--- src/brt_defs.svh ---
/*
 * Offsets, field positions, reset values and timing counts for the BCD
 * real-time clock core. Assumes byte addresses on a 32-bit register bus.
 */
`ifndef BRT_DEFS_SVH
`define BRT_DEFS_SVH

// ----------------------------------------------------------------------
// Register byte offsets
// ----------------------------------------------------------------------
`define BRT_OFF_MODE 8'h00
`define BRT_OFF_HFMT 8'h04
`define BRT_OFF_TIME 8'h08
`define BRT_OFF_CAL 8'h0C
`define BRT_OFF_TALM 8'h10
`define BRT_OFF_CALM 8'h14
`define BRT_OFF_STAT 8'h18
`define BRT_OFF_SCLR 8'h1C
`define BRT_OFF_VALID 8'h2C

// ----------------------------------------------------------------------
// Status and valid-entry bit positions
// ----------------------------------------------------------------------
`define BRT_SR_GRANT 0
`define BRT_SR_ALARM 1
`define BRT_SR_SEC 2
`define BRT_SR_TIME_EV 3
`define BRT_SR_CAL_EV 4
`define BRT_NV_TIME 0
`define BRT_NV_CAL 1
`define BRT_NV_TALM 2
`define BRT_NV_CALM 3

// ----------------------------------------------------------------------
// Reset values and writable-bit masks
// ----------------------------------------------------------------------
`define BRT_RST_CAL 32'h01819819
`define BRT_MASK_MODE 32'h00030303
`define BRT_MASK_TIME 32'h007F7F7F
`define BRT_MASK_CAL 32'h3FFFFF7F
`define BRT_MASK_TALM 32'h00FFFFFF
`define BRT_MASK_CALM 32'hBF9F0000

// ----------------------------------------------------------------------
// Timing
// ----------------------------------------------------------------------
`define BRT_CLK_NS 50
`define BRT_SEC_NS 1000000000
`define BRT_SEC_CYCLES (`BRT_SEC_NS / `BRT_CLK_NS)

`endif

--- src/brt_pkg.sv ---
/*
 * Types of the BCD real-time clock core: register layouts and the
 * update-grant states. Assumes brt_defs.svh carries the numbers.
 */
package brt_pkg;

	typedef logic [31:0] brt_word_t;

	typedef struct packed {
		logic [13:0] rsv2;
		logic [1:0] cal_sel;
		logic [5:0] rsv1;
		logic [1:0] time_sel;
		logic [5:0] rsv0;
		logic calendar_hold_request;
		logic time_hold_request;
	} brt_mode_t;

	typedef struct packed {
		logic [8:0] rsv;
		logic meridiem_flag;
		logic [5:0] hour;
		logic pad1;
		logic [6:0] min;
		logic pad0;
		logic [6:0] sec;
	} brt_time_t;

	typedef struct packed {
		logic [1:0] rsv;
		logic [5:0] date;
		logic [2:0] wday;
		logic [4:0] month;
		logic [7:0] year;
		logic pad;
		logic [6:0] century_field;
	} brt_cal_t;

	typedef struct packed {
		logic [7:0] rsv;
		logic hours_match_enable;
		logic meridiem_flag;
		logic [5:0] hour;
		logic minutes_match_enable;
		logic [6:0] min;
		logic seconds_match_enable;
		logic [6:0] sec;
	} brt_talm_t;

	typedef struct packed {
		logic day_of_month_match_enable;
		logic pad1;
		logic [5:0] date;
		logic month_match_enable;
		logic [1:0] pad0;
		logic [4:0] month;
		logic [15:0] rsv;
	} brt_calm_t;

	typedef enum logic [1:0] {
		UPD_RUN = 2'b00,
		UPD_SYNC = 2'b01,
		UPD_OPEN = 2'b11
	} brt_upd_t;

endpackage

--- src/brt_rtc_core.sv ---
/*
 * BCD real-time clock core: time of day, calendar, alarms, sticky status
 * and an AHB-Lite register slave. Assumes one clock, a single AHB master
 * and software that follows the hold/grant sequence before setting time.
 */
// Behaviour
// - format bit 0 is 24-hour, 1 is 12-hour.
// - BCD units low nibble, tens above.
// - seconds accept and count 00 to 59.
// - minutes accept and count 00 to 59.
// - hours 1-12 or 0-23 by format.
// - time bit 22 is meridiem, 1 afternoon.
// - century accepts only 19 and 20.
// - year accepts and counts 00 to 99.
// - month accepts and counts 01 to 12.
// - weekday 1-7, never steers date counting.
// - date accepts and counts 01 to the month's last day.
// - seconds compared only when bit 7 set.
// - minutes compared only when bit 15 set.
// - hours and meridiem compared when bit 23.
// - month compared only when bit 23 set.
// - date compared only when bit 31 set.
// - grant flag reads one only while writable.
// - alarm flag sets on full match, sticky.
// - second flag sets each tick, sticky.
// - time and calendar event flags latch selected events.
// - alarm uses enabled fields only; seconds-only per minute.
// - illegal writes dropped, non-valid flag raised.
// - writing one clears a status flag.
`timescale 1ns/1ns
`include "brt_defs.svh"

module brt_rtc_core #(
	parameter int unsigned SEC_CYCLES = `BRT_SEC_CYCLES
) (
	// Clock and reset
	input wire logic CORE_CLK,
	input wire logic RST_N,
	// AHB-Lite slave
	input wire logic HSEL,
	input wire brt_pkg::brt_word_t HADDR,
	input wire logic [1:0] HTRANS,
	input wire logic HWRITE,
	input wire logic [2:0] HSIZE,
	input wire brt_pkg::brt_word_t HWDATA,
	input wire logic HREADY,
	output brt_pkg::brt_word_t HRDATA,
	output logic HREADYOUT,
	output logic HRESP
);
	import brt_pkg::*;

	// ------------------------------------------------------------------
	// BCD helpers
	// ------------------------------------------------------------------
	function automatic logic [7:0] bcd_inc(input logic [7:0] v);
		if (v[3:0] == 4'h9)
			return {v[7:4] + 4'h1, 4'h0};
		return v + 8'h01;
	endfunction

	function automatic logic bcd_ok(input logic [7:0] v);
		return (v[7:4] <= 4'h9) && (v[3:0] <= 4'h9);
	endfunction

	// Every year divisible by four leaps, except the 1900 wrap year.
	function automatic logic [5:0] last_day(input brt_cal_t c);
		logic leap;
		leap = (!c.year[4] && (c.year[3:0] == 4'h0 || c.year[3:0] == 4'h4
			|| c.year[3:0] == 4'h8)) || (c.year[4] && (c.year[3:0] == 4'h2
			|| c.year[3:0] == 4'h6));
		if (c.century_field == 7'h19 && c.year == 8'h00)
			leap = 1'b0;
		case (c.month)
			5'h02: return leap ? 6'h29 : 6'h28;
			5'h04, 5'h06, 5'h09, 5'h11: return 6'h30;
			default: return 6'h31;
		endcase
	endfunction

	function automatic logic ms_ok(input logic [6:0] v);
		return bcd_ok({1'b0, v}) && v <= 7'h59;
	endfunction

	function automatic logic hour_ok(input logic [5:0] h, input logic m,
		input logic f12);
		if (!bcd_ok({2'b00, h}))
			return 1'b0;
		return f12 ? (h >= 6'h01 && h <= 6'h12) : (h <= 6'h23 && !m);
	endfunction

	function automatic logic cal_ok(input brt_cal_t c);
		return (c.century_field == 7'h19 || c.century_field == 7'h20)
			&& bcd_ok(c.year)
			&& bcd_ok({3'b000, c.month}) && c.month >= 5'h01
			&& c.month <= 5'h12
			&& c.wday >= 3'd1 && c.wday <= 3'd7
			&& bcd_ok({2'b00, c.date}) && c.date >= 6'h01
			&& c.date <= last_day(c);
	endfunction

	// ------------------------------------------------------------------
	// State
	// ------------------------------------------------------------------
	brt_mode_t mode;
	logic fmt12;
	brt_time_t tod;
	brt_cal_t cal;
	brt_talm_t talm;
	brt_calm_t calm;
	logic [4:0] sr;
	logic [3:0] nv;
	brt_upd_t upd, next_upd;
	logic [24:0] presc;
	logic tick, time_run, upd_d;
	logic wr_pend, hold_next;
	logic [7:0] wr_addr;
	brt_time_t next_tod;
	brt_cal_t next_cal;
	logic min_roll, hr_roll, noon, midnight, day_roll;
	logic week_chg, month_chg, year_chg;
	logic time_ev, cal_ev, alarm_hit;
	logic wr_time, wr_cal, wr_talm, wr_calm, wr_sclr;
	logic time_good, cal_good, talm_good, calm_good;
	brt_time_t w_time;
	brt_cal_t w_cal;
	brt_talm_t w_talm;
	brt_calm_t w_calm;
	brt_word_t rd_mux;

	// ------------------------------------------------------------------
	// AHB-Lite slave: zero wait states, reads sampled at the address phase
	// ------------------------------------------------------------------
	assign HREADYOUT = 1'b1;
	assign HRESP = 1'b0;

	always_ff @(posedge CORE_CLK or negedge RST_N)
	begin
		if (!RST_N)
		begin
			wr_pend <= 1'b0;
			wr_addr <= 8'h00;
		end
		else if (HREADY)
		begin
			wr_pend <= HSEL && HTRANS[1] && HWRITE;
			wr_addr <= HADDR[7:0];
		end
	end

	always_comb
	begin
		unique case (HADDR[7:0])
			`BRT_OFF_MODE: rd_mux = mode;
			`BRT_OFF_HFMT: rd_mux = {31'h0, fmt12};
			`BRT_OFF_TIME: rd_mux = tod;
			`BRT_OFF_CAL: rd_mux = cal;
			`BRT_OFF_TALM: rd_mux = talm;
			`BRT_OFF_CALM: rd_mux = calm;
			`BRT_OFF_STAT: rd_mux = {27'h0, sr};
			`BRT_OFF_VALID: rd_mux = {28'h0, nv};
			default: rd_mux = 32'h0000_0000;
		endcase
	end

	always_ff @(posedge CORE_CLK or negedge RST_N)
	begin
		if (!RST_N)
			HRDATA <= 32'h0000_0000;
		else if (HREADY && HSEL && HTRANS[1] && !HWRITE)
			HRDATA <= rd_mux;
	end

	assign w_time = brt_time_t'(HWDATA & `BRT_MASK_TIME);
	assign w_cal = brt_cal_t'(HWDATA & `BRT_MASK_CAL);
	assign w_talm = brt_talm_t'(HWDATA & `BRT_MASK_TALM);
	assign w_calm = brt_calm_t'(HWDATA & `BRT_MASK_CALM);

	// Counter writes pass only while the matching hold is granted.
	assign wr_time = wr_pend && wr_addr == `BRT_OFF_TIME && upd == UPD_OPEN
		&& mode.time_hold_request;
	assign wr_cal = wr_pend && wr_addr == `BRT_OFF_CAL && upd == UPD_OPEN
		&& mode.calendar_hold_request;
	assign wr_talm = wr_pend && wr_addr == `BRT_OFF_TALM;
	assign wr_calm = wr_pend && wr_addr == `BRT_OFF_CALM;
	assign wr_sclr = wr_pend && wr_addr == `BRT_OFF_SCLR;

	assign time_good = ms_ok(w_time.sec) && ms_ok(w_time.min)
		&& hour_ok(w_time.hour, w_time.meridiem_flag, fmt12);
	assign cal_good = cal_ok(w_cal);
	assign talm_good = (!w_talm.seconds_match_enable || ms_ok(w_talm.sec))
		&& (!w_talm.minutes_match_enable || ms_ok(w_talm.min))
		&& (!w_talm.hours_match_enable
		|| hour_ok(w_talm.hour, w_talm.meridiem_flag, fmt12));
	assign calm_good = (!w_calm.month_match_enable
		|| (bcd_ok({3'b000, w_calm.month}) && w_calm.month >= 5'h01
		&& w_calm.month <= 5'h12))
		&& (!w_calm.day_of_month_match_enable
		|| (bcd_ok({2'b00, w_calm.date}) && w_calm.date >= 6'h01
		&& w_calm.date <= 6'h31));

	// ------------------------------------------------------------------
	// Control registers
	// ------------------------------------------------------------------
	always_ff @(posedge CORE_CLK or negedge RST_N)
	begin
		if (!RST_N)
		begin
			mode <= brt_mode_t'(32'h0000_0000);
			fmt12 <= 1'b0;
		end
		else if (wr_pend && wr_addr == `BRT_OFF_MODE)
			mode <= brt_mode_t'(HWDATA & `BRT_MASK_MODE);
		else if (wr_pend && wr_addr == `BRT_OFF_HFMT)
			fmt12 <= HWDATA[0];
	end

	always_ff @(posedge CORE_CLK or negedge RST_N)
	begin
		if (!RST_N)
		begin
			talm <= brt_talm_t'(32'h0000_0000);
			calm <= brt_calm_t'(32'h0000_0000);
		end
		else
		begin
			if (wr_talm && talm_good)
				talm <= w_talm;
			if (wr_calm && calm_good)
				calm <= w_calm;
		end
	end

	// A non-valid flag drops only once an acceptable value is written.
	always_ff @(posedge CORE_CLK or negedge RST_N)
	begin
		if (!RST_N)
			nv <= 4'h0;
		else
		begin
			if (wr_time)
				nv[`BRT_NV_TIME] <= !time_good;
			if (wr_cal)
				nv[`BRT_NV_CAL] <= !cal_good;
			if (wr_talm)
				nv[`BRT_NV_TALM] <= !talm_good;
			if (wr_calm)
				nv[`BRT_NV_CALM] <= !calm_good;
		end
	end

	// ------------------------------------------------------------------
	// One-second time base and update grant
	// ------------------------------------------------------------------
	assign tick = presc == 25'(SEC_CYCLES - 1);
	assign time_run = tick && !mode.time_hold_request;

	always_ff @(posedge CORE_CLK or negedge RST_N)
	begin
		if (!RST_N)
			presc <= 25'h0;
		else if (tick)
			presc <= 25'h0;
		else
			presc <= presc + 25'h1;
	end

	// Holds as they stand after this edge, so a release drops the grant
	// at once instead of one cycle after the counters are free again.
	assign hold_next = (wr_pend && wr_addr == `BRT_OFF_MODE)
		? (HWDATA[0] || HWDATA[1])
		: (mode.time_hold_request || mode.calendar_hold_request);

	// The extra cycle in UPD_SYNC lets a counter step already under way
	// finish before software is told it may write.
	always_comb
	begin
		next_upd = upd;
		unique case (upd)
			UPD_RUN: if (mode.time_hold_request || mode.calendar_hold_request)
				next_upd = UPD_SYNC;
			UPD_SYNC: next_upd = UPD_OPEN;
			UPD_OPEN: if (!mode.time_hold_request
				&& !mode.calendar_hold_request)
				next_upd = UPD_RUN;
			default: next_upd = UPD_RUN;
		endcase
	end

	always_ff @(posedge CORE_CLK or negedge RST_N)
	begin
		if (!RST_N)
			upd <= UPD_RUN;
		else
			upd <= next_upd;
	end

	// ------------------------------------------------------------------
	// Time of day
	// ------------------------------------------------------------------
	always_comb
	begin
		next_tod = tod;
		min_roll = 1'b0;
		hr_roll = 1'b0;
		noon = 1'b0;
		midnight = 1'b0;
		if (time_run)
		begin
			if (tod.sec != 7'h59)
				next_tod.sec = 7'(bcd_inc({1'b0, tod.sec}));
			else
			begin
				next_tod.sec = 7'h00;
				min_roll = 1'b1;
				if (tod.min != 7'h59)
					next_tod.min = 7'(bcd_inc({1'b0, tod.min}));
				else
				begin
					next_tod.min = 7'h00;
					hr_roll = 1'b1;
					if (fmt12 && tod.hour == 6'h11)
					begin
						next_tod.hour = 6'h12;
						next_tod.meridiem_flag = !tod.meridiem_flag;
						noon = !tod.meridiem_flag;
						midnight = tod.meridiem_flag;
					end
					else if (fmt12 && tod.hour == 6'h12)
						next_tod.hour = 6'h01;
					else if (!fmt12 && tod.hour == 6'h23)
					begin
						next_tod.hour = 6'h00;
						midnight = 1'b1;
					end
					else
					begin
						next_tod.hour = 6'(bcd_inc({2'b00, tod.hour}));
						noon = !fmt12 && tod.hour == 6'h11;
					end
				end
			end
		end
	end

	always_ff @(posedge CORE_CLK or negedge RST_N)
	begin
		if (!RST_N)
			tod <= brt_time_t'(32'h0000_0000);
		else if (wr_time)
		begin
			if (time_good)
				tod <= w_time;
		end
		else
			tod <= next_tod;
	end

	// ------------------------------------------------------------------
	// Calendar
	// ------------------------------------------------------------------
	assign day_roll = midnight && !mode.calendar_hold_request;

	always_comb
	begin
		next_cal = cal;
		week_chg = 1'b0;
		month_chg = 1'b0;
		year_chg = 1'b0;
		if (day_roll)
		begin
			next_cal.wday = (cal.wday == 3'd7) ? 3'd1 : cal.wday + 3'd1;
			week_chg = cal.wday == 3'd7;
			if (cal.date != last_day(cal))
				next_cal.date = 6'(bcd_inc({2'b00, cal.date}));
			else
			begin
				next_cal.date = 6'h01;
				month_chg = 1'b1;
				if (cal.month != 5'h12)
					next_cal.month = 5'(bcd_inc({3'b000, cal.month}));
				else
				begin
					next_cal.month = 5'h01;
					year_chg = 1'b1;
					next_cal.year = bcd_inc(cal.year);
					if (cal.year == 8'h99)
					begin
						next_cal.year = 8'h00;
						next_cal.century_field =
							(cal.century_field == 7'h19) ? 7'h20 : 7'h19;
					end
				end
			end
		end
	end

	always_ff @(posedge CORE_CLK or negedge RST_N)
	begin
		if (!RST_N)
			cal <= brt_cal_t'(`BRT_RST_CAL);
		else if (wr_cal)
		begin
			if (cal_good)
				cal <= w_cal;
		end
		else
			cal <= next_cal;
	end

	// ------------------------------------------------------------------
	// Alarm compare and event selection
	// ------------------------------------------------------------------
	// Compare one cycle after a counter step so each second matches once.
	always_ff @(posedge CORE_CLK or negedge RST_N)
	begin
		if (!RST_N)
			upd_d <= 1'b0;
		else
			upd_d <= time_run;
	end

	assign alarm_hit = upd_d && (talm.seconds_match_enable
		|| talm.minutes_match_enable || talm.hours_match_enable
		|| calm.month_match_enable || calm.day_of_month_match_enable)
		&& (!talm.seconds_match_enable || talm.sec == tod.sec)
		&& (!talm.minutes_match_enable || talm.min == tod.min)
		&& (!talm.hours_match_enable || (talm.hour == tod.hour
		&& talm.meridiem_flag == tod.meridiem_flag))
		&& (!calm.month_match_enable || calm.month == cal.month)
		&& (!calm.day_of_month_match_enable || calm.date == cal.date);

	always_comb
	begin
		unique case (mode.time_sel)
			2'b00: time_ev = min_roll;
			2'b01: time_ev = hr_roll;
			2'b10: time_ev = midnight;
			2'b11: time_ev = noon;
		endcase
		unique case (mode.cal_sel)
			2'b00: cal_ev = week_chg;
			2'b01: cal_ev = month_chg;
			2'b10: cal_ev = year_chg;
			default: cal_ev = 1'b0;
		endcase
	end

	// ------------------------------------------------------------------
	// Sticky status: a set in the clearing cycle wins
	// ------------------------------------------------------------------
	always_ff @(posedge CORE_CLK or negedge RST_N)
	begin
		if (!RST_N)
			sr <= 5'h00;
		else
		begin
			sr[`BRT_SR_GRANT] <= hold_next && ((upd == UPD_SYNC)
				|| (upd == UPD_OPEN && sr[`BRT_SR_GRANT]
				&& !(wr_sclr && HWDATA[`BRT_SR_GRANT])));
			sr[`BRT_SR_ALARM] <= alarm_hit || (sr[`BRT_SR_ALARM]
				&& !(wr_sclr && HWDATA[`BRT_SR_ALARM]));
			sr[`BRT_SR_SEC] <= tick || (sr[`BRT_SR_SEC]
				&& !(wr_sclr && HWDATA[`BRT_SR_SEC]));
			sr[`BRT_SR_TIME_EV] <= time_ev || (sr[`BRT_SR_TIME_EV]
				&& !(wr_sclr && HWDATA[`BRT_SR_TIME_EV]));
			sr[`BRT_SR_CAL_EV] <= cal_ev || (sr[`BRT_SR_CAL_EV]
				&& !(wr_sclr && HWDATA[`BRT_SR_CAL_EV]));
		end
	end

	// ------------------------------------------------------------------
	// Checks
	// ------------------------------------------------------------------
	chk_sec_wrap: assert property (@(posedge CORE_CLK) disable iff (!RST_N)
		time_run && !wr_time && tod.sec == 7'h59 |=> tod.sec == 7'h00)
		else $error("seconds did not wrap to zero");
	chk_min_step: assert property (@(posedge CORE_CLK) disable iff (!RST_N)
		time_run && tod.sec == 7'h59 && tod.min == 7'h09
		|=> tod.min == 7'h10 && $stable(tod.hour))
		else $error("minute units did not carry into tens");
	chk_hour_wrap: assert property (@(posedge CORE_CLK) disable iff (!RST_N)
		time_run && !fmt12 && tod.hour == 6'h23 && tod.min == 7'h59
		&& tod.sec == 7'h59 |=> tod.hour == 6'h00 && tod.min == 7'h00)
		else $error("24-hour clock did not wrap at midnight");
	chk_noon_flip: assert property (@(posedge CORE_CLK) disable iff (!RST_N)
		time_run && fmt12 && tod.hour == 6'h11 && tod.min == 7'h59
		&& tod.sec == 7'h59 |=> tod.hour == 6'h12
		&& tod.meridiem_flag != $past(tod.meridiem_flag))
		else $error("meridiem did not change at twelve");
	chk_cal_reject: assert property (@(posedge CORE_CLK) disable iff (!RST_N)
		wr_cal && !cal_good |=> nv[`BRT_NV_CAL] && $stable(cal))
		else $error("illegal calendar value was loaded");
	chk_alarm_set: assert property (@(posedge CORE_CLK) disable iff (!RST_N)
		alarm_hit |=> sr[`BRT_SR_ALARM] ##1 (sr[`BRT_SR_ALARM]
		|| $past(wr_sclr)))
		else $error("alarm flag not set and held");
	chk_sec_only: assert property (@(posedge CORE_CLK) disable iff (!RST_N)
		upd_d && talm.seconds_match_enable && !talm.minutes_match_enable
		&& !talm.hours_match_enable && !calm.month_match_enable
		&& !calm.day_of_month_match_enable && tod.sec == talm.sec
		|-> alarm_hit)
		else $error("seconds-only alarm missed its match");
	chk_grant_only: assert property (@(posedge CORE_CLK) disable iff (!RST_N)
		sr[`BRT_SR_GRANT] |-> upd == UPD_OPEN
		&& (mode.time_hold_request || mode.calendar_hold_request))
		else $error("grant flag shown while counters run");
	chk_sec_clear: assert property (@(posedge CORE_CLK) disable iff (!RST_N)
		wr_sclr && HWDATA[`BRT_SR_SEC] && !tick |=> !sr[`BRT_SR_SEC])
		else $error("second flag survived a clear");
	chk_sec_tick: assert property (@(posedge CORE_CLK) disable iff (!RST_N)
		tick |=> sr[`BRT_SR_SEC] ##1 (sr[`BRT_SR_SEC] || $past(wr_sclr)))
		else $error("second flag not set by tick");
	chk_wday_wrap: assert property (@(posedge CORE_CLK) disable iff (!RST_N)
		day_roll && !wr_cal && cal.wday == 3'd7 |=> cal.wday == 3'd1)
		else $error("weekday did not wrap to one");

endmodule

--- config.mk ---
export PLATFORM = sky130hd
export DESIGN_NAME = brt_rtc_core
export DESIGN_NICKNAME = d
export VERILOG_FILES = /design/src/brt_pkg.sv /design/src/brt_rtc_core.sv
export VERILOG_INCLUDE_DIRS = /design/src
export SDC_FILE = /design/constraint.sdc
export NUM_CORES = 1
export LEC_CHECK = 0
export BUFFER_PORTS_ARGS = -buffer_cell sky130_fd_sc_hd__buf_2
export CORE_ASPECT_RATIO = 0.7
export CORE_MARGIN = 4
export CORE_UTILIZATION = 55
export DETAILED_ROUTE_END_ITERATION = 8
export GPL_ROUTABILITY_DRIVEN = 0
export PLACE_DENSITY = 0.71
export SKIP_CTS_REPAIR_TIMING = 1
export SLEW_MARGIN = 20
export SYNTH_ARGS = -nofsm -noshare
export SYNTH_HDL_FRONTEND = slang
export SYNTH_SLANG_ARGS = --single-unit
--- constraint.sdc ---
create_clock -name CORE_CLK -period 4.9 [get_ports CORE_CLK]
set_input_delay 0.245 -clock CORE_CLK [delete_from_list [all_inputs] [get_ports CORE_CLK]]
set_output_delay 0.245 -clock CORE_CLK [all_outputs]
set_load 0.005 [all_outputs]
==> summary.md <==
| Metric | Value |
|---|---|
| Initial Util | 56.9% |
| Total CTS buffers | 17 |
| Die Width | 168 um |
| Nets | approximately 1200 |
| R2R setup slack | ~1.6 ns |
| Vias in the first global route | 7703 |
| Clk slew on worst S/H paths | 0.07 ns |
| Number of synthesized flops with an enable pin | 0 |
| CP endpoint kind | flop |
| GRT Total Usage | between 20% and 30% |
| Mapped cell area | ~9900 um2 |
| Pre-antenna DRT Iters | 7 |
| Antenna Cells | 0 |
| Pins Over Slew Limit | 0 |
| Core area | 17400 um2 |
| Clk_lat worst skew | about 0.43 ns |
| Worst hold path class | primary input to flop |
| Port Buffer Count | 75 |
| CTS sink count | about 170 |
| RR Endpoint | talm[4] |
| Pin count of the biggest net entering global routing | 99 |
| Cell at the slowest stage of the critical path | or3b_2 |
| Number of remaining DRC errors | 0 |
| Power Density | 279 nW/um2 |
| Clock tree buffer depth | 2 |
| CTS tree | done |
| Clk_skew | 0.00819 ns |
| # H-tree levels | 4 |
| Initial DRC Count | 1096 |
| Cell Rows | 40 |
| Dpl ws | roughly 1.3 ns |
| Final ANT Viol Nets | 0 |
| Register area share after synthesis | a little over two fifths |
| RSZ-0062 raised after global routing | false |
| Post-synth top area cell | dfrtp_1 |
| Drt via density | about 6.2 |
| CP startpoint | wr_addr[7] |
| Avg Cell Area, Syn | about 9.1 um2 |
| CP peak stage delay | around 0.53 ns |
| Synthesized instance count | 1080 |
| Fmax | 0.302 GHz |
| Async set or reset register ratio after synthesis | between 90% and 100% |
| R2R Path Start | wr_addr[7] |
| Final setup fails | 0 |
| Final Critical Period | ~3.3 ns |
| Clk root buf | clkbuf_16 |
| DR WL/cell | about 20 um |
| Max-Cap Viols | 0 |
| CP Max Fanout | 17 |
| Antenna violations before repair | 0 |
| Non-filler cells, final | approximately 1400 |
| Worst setup path end | talm[4] |
| Via count | ~8500 |
| Instance count on the critical path | 8 |
| Die area | slightly above 20000 um2 |
| Top-area cell type share of the netlist area | slightly above 40% |
| Worst EP required | 5.21 ns |
| Slew @ Worst Pin | between 1 and 1.5 ns |
| Layout cells sized above 1 | 18.2% |
| Period Utilization, post-route | 67.6% |
| Final hold vios | 0 |
| Ports | 108 |
| Count of cell types in the netlist | 74 |
| Commonest non-fill, non-tap cell in the layout | dfrtp_1 |
| Main synth FF type | dfrtp_1 |
| Yosys reg bits | around 170 |
| Cell family with most CP delay | simple AND/OR/NAND/NOR gates |
| Setup_tns | 0 ns |
| Worst Path Buf+Inv | 1 |
| CP arrival | between 3 and 4 ns |
| Status | finished clean |
| Startpoint types | flop |
| Worst vdd ir | roughly 230 uV |
| Slew HR | between 30% and 40% |
| Critical-path cell list | nor2_1, nand3_1, or2_2, or3b_2, a221o_1, a21oi_2, buf_4, mux2_2 |
| R2r worst-path depth | 8 |
| GRT overflow | 0 |
| Setup Crit Path Kind | flop to flop |
| First-pass GRT wire length | 44200 um |
| Detailed Place HPWL | around 20000 um |
| Post-Place Cells | approximately 1300 |
| Top cells by area, synth | dfrtp_1 (41%), mux2_2 (5.8%), o21ai_0 (5.4%) |
| Setup WS post-layout | 1.59 ns |
| Die Ht | about 120 um |
| Area grow syn2layout | 11.7% |
| Synth warnings | 0 |
| Commonest cells after routing, fill and taps aside | dfrtp_1 (162), nand2_1 (123), o21ai_0 (106), nor2_1 (76), buf_2 (74) |
| Drt total wl | 28100 um |
| Static leakage | 4.89 nW |
## stage by stage
step	utilization, %	hold WS [ns]	power [W]	area (um2)
after floorplan	-	-0.0506	0.00163	9880
after global placement	60.1	0.413	0.00173	10400
after detailed placement	60.1	0.413	0.00174	10400
after CTS	63.5	-0.0560	0.00309	11000
after global routing	63.5	0.0620	0.00319	11000
final	63.5	0.0589	0.00308	11000
## logic make-up after synthesis
family | share of synthesized area, %
AOI/OAI and AO/OA | 18.1
xor gates and xnor gates | 5.59
adders and majority gates | 2.89
buffers and inverters | 3.95
DFF | 43.4
muxes | 6.93
other | 0.0761
and+or+nand+nor | 19.0
## routing by layer
layer  vias to the layer above  wire length, um  GRT usage [%]  share of wire, %
met1                      4161            13600           44.9                48
met4                         0              368           6.23               1.3
met2                       383            11400           38.0                41
li1                       3970                -              -                 -
met5                         -                0              0                 0
met3                        29             2680           6.95               9.6
## power breakdown
group / switching, W / internal [W]
clock network: 0.000557 / 0.000806
logic: 0.000131 / 0.0000831
registers: 0.0000523 / 0.00145
## cells in the mapped netlist, types with 4 or more instances
library cell	instances
dfrtp_1	162
nand2_1	123
o21ai_0	106
nor2_1	76
a21oi_1	66
clkbuf_1	54
mux2_2	51
nand3_1	34
xnor2_1	32
inv_1	31
xor2_1	31
nor3_1	29
ha_1	22
a22oi_1	17
nor2b_1	14
and3_1	13
nand4_1	12
a221oi_1	11
a222oi_1	11
mux2i_1	11
nor3b_1	11
or3_1	11
nor4_1	10
a21o_1	9
and2_1	9
dfstp_2	9
a211oi_1	7
or2_2	7
nor4bb_1	5
o211ai_1	5
o31ai_1	5
nand3b_1	4
o21a_1	4
o21ai_1	4
o22ai_1	4
o41ai_1	4
## state kept, by name, indices dropped and copies added (netlist names)
register  flops
presc        25
tod          21
sr            5
wr_addr       8
calm         13
fmt12         1
cal          29
talm         24
mode          6
upd           2
nv            4
wr_pend       1
upd_d         1
HRDATA       31
## layout make-up
type	count	area [um2]
clock buffer	26	499
clock inverter	6	86.3
fill	1445	6340
inverter	32	120
multi-input combinational	814	5230
sequential	171	4290
tap	231	289
timing repair buffer	92	512
## worst min path at each step
stage / cells past startpoint / end / startpoint / slack, ns
after floorplan: 0 / HRDATA[0] / RST_N / -0.05
after global placement: 1 / cal[14] / RST_N / 0.41
after detailed placement: 1 / cal[14] / RST_N / 0.41
after CTS: 1 / cal[14] / RST_N / -0.06
after global routing: 2 / wr_addr[6] / HADDR[6] / 0.06
final: 2 / wr_addr[6] / HADDR[6] / 0.06
## worst reg2reg max path, stage by stage, from the launching register on
cell	delay [ns]
dfrtp_1	0.38
nor2_1	0.19
nand3_1	0.17
or2_2	0.35
or3b_2	0.53
a221o_1	0.35
a21oi_2	0.45
buf_4	0.40
mux2_2	0.39
No activity file was read; power rests on OpenSTA's default activity.
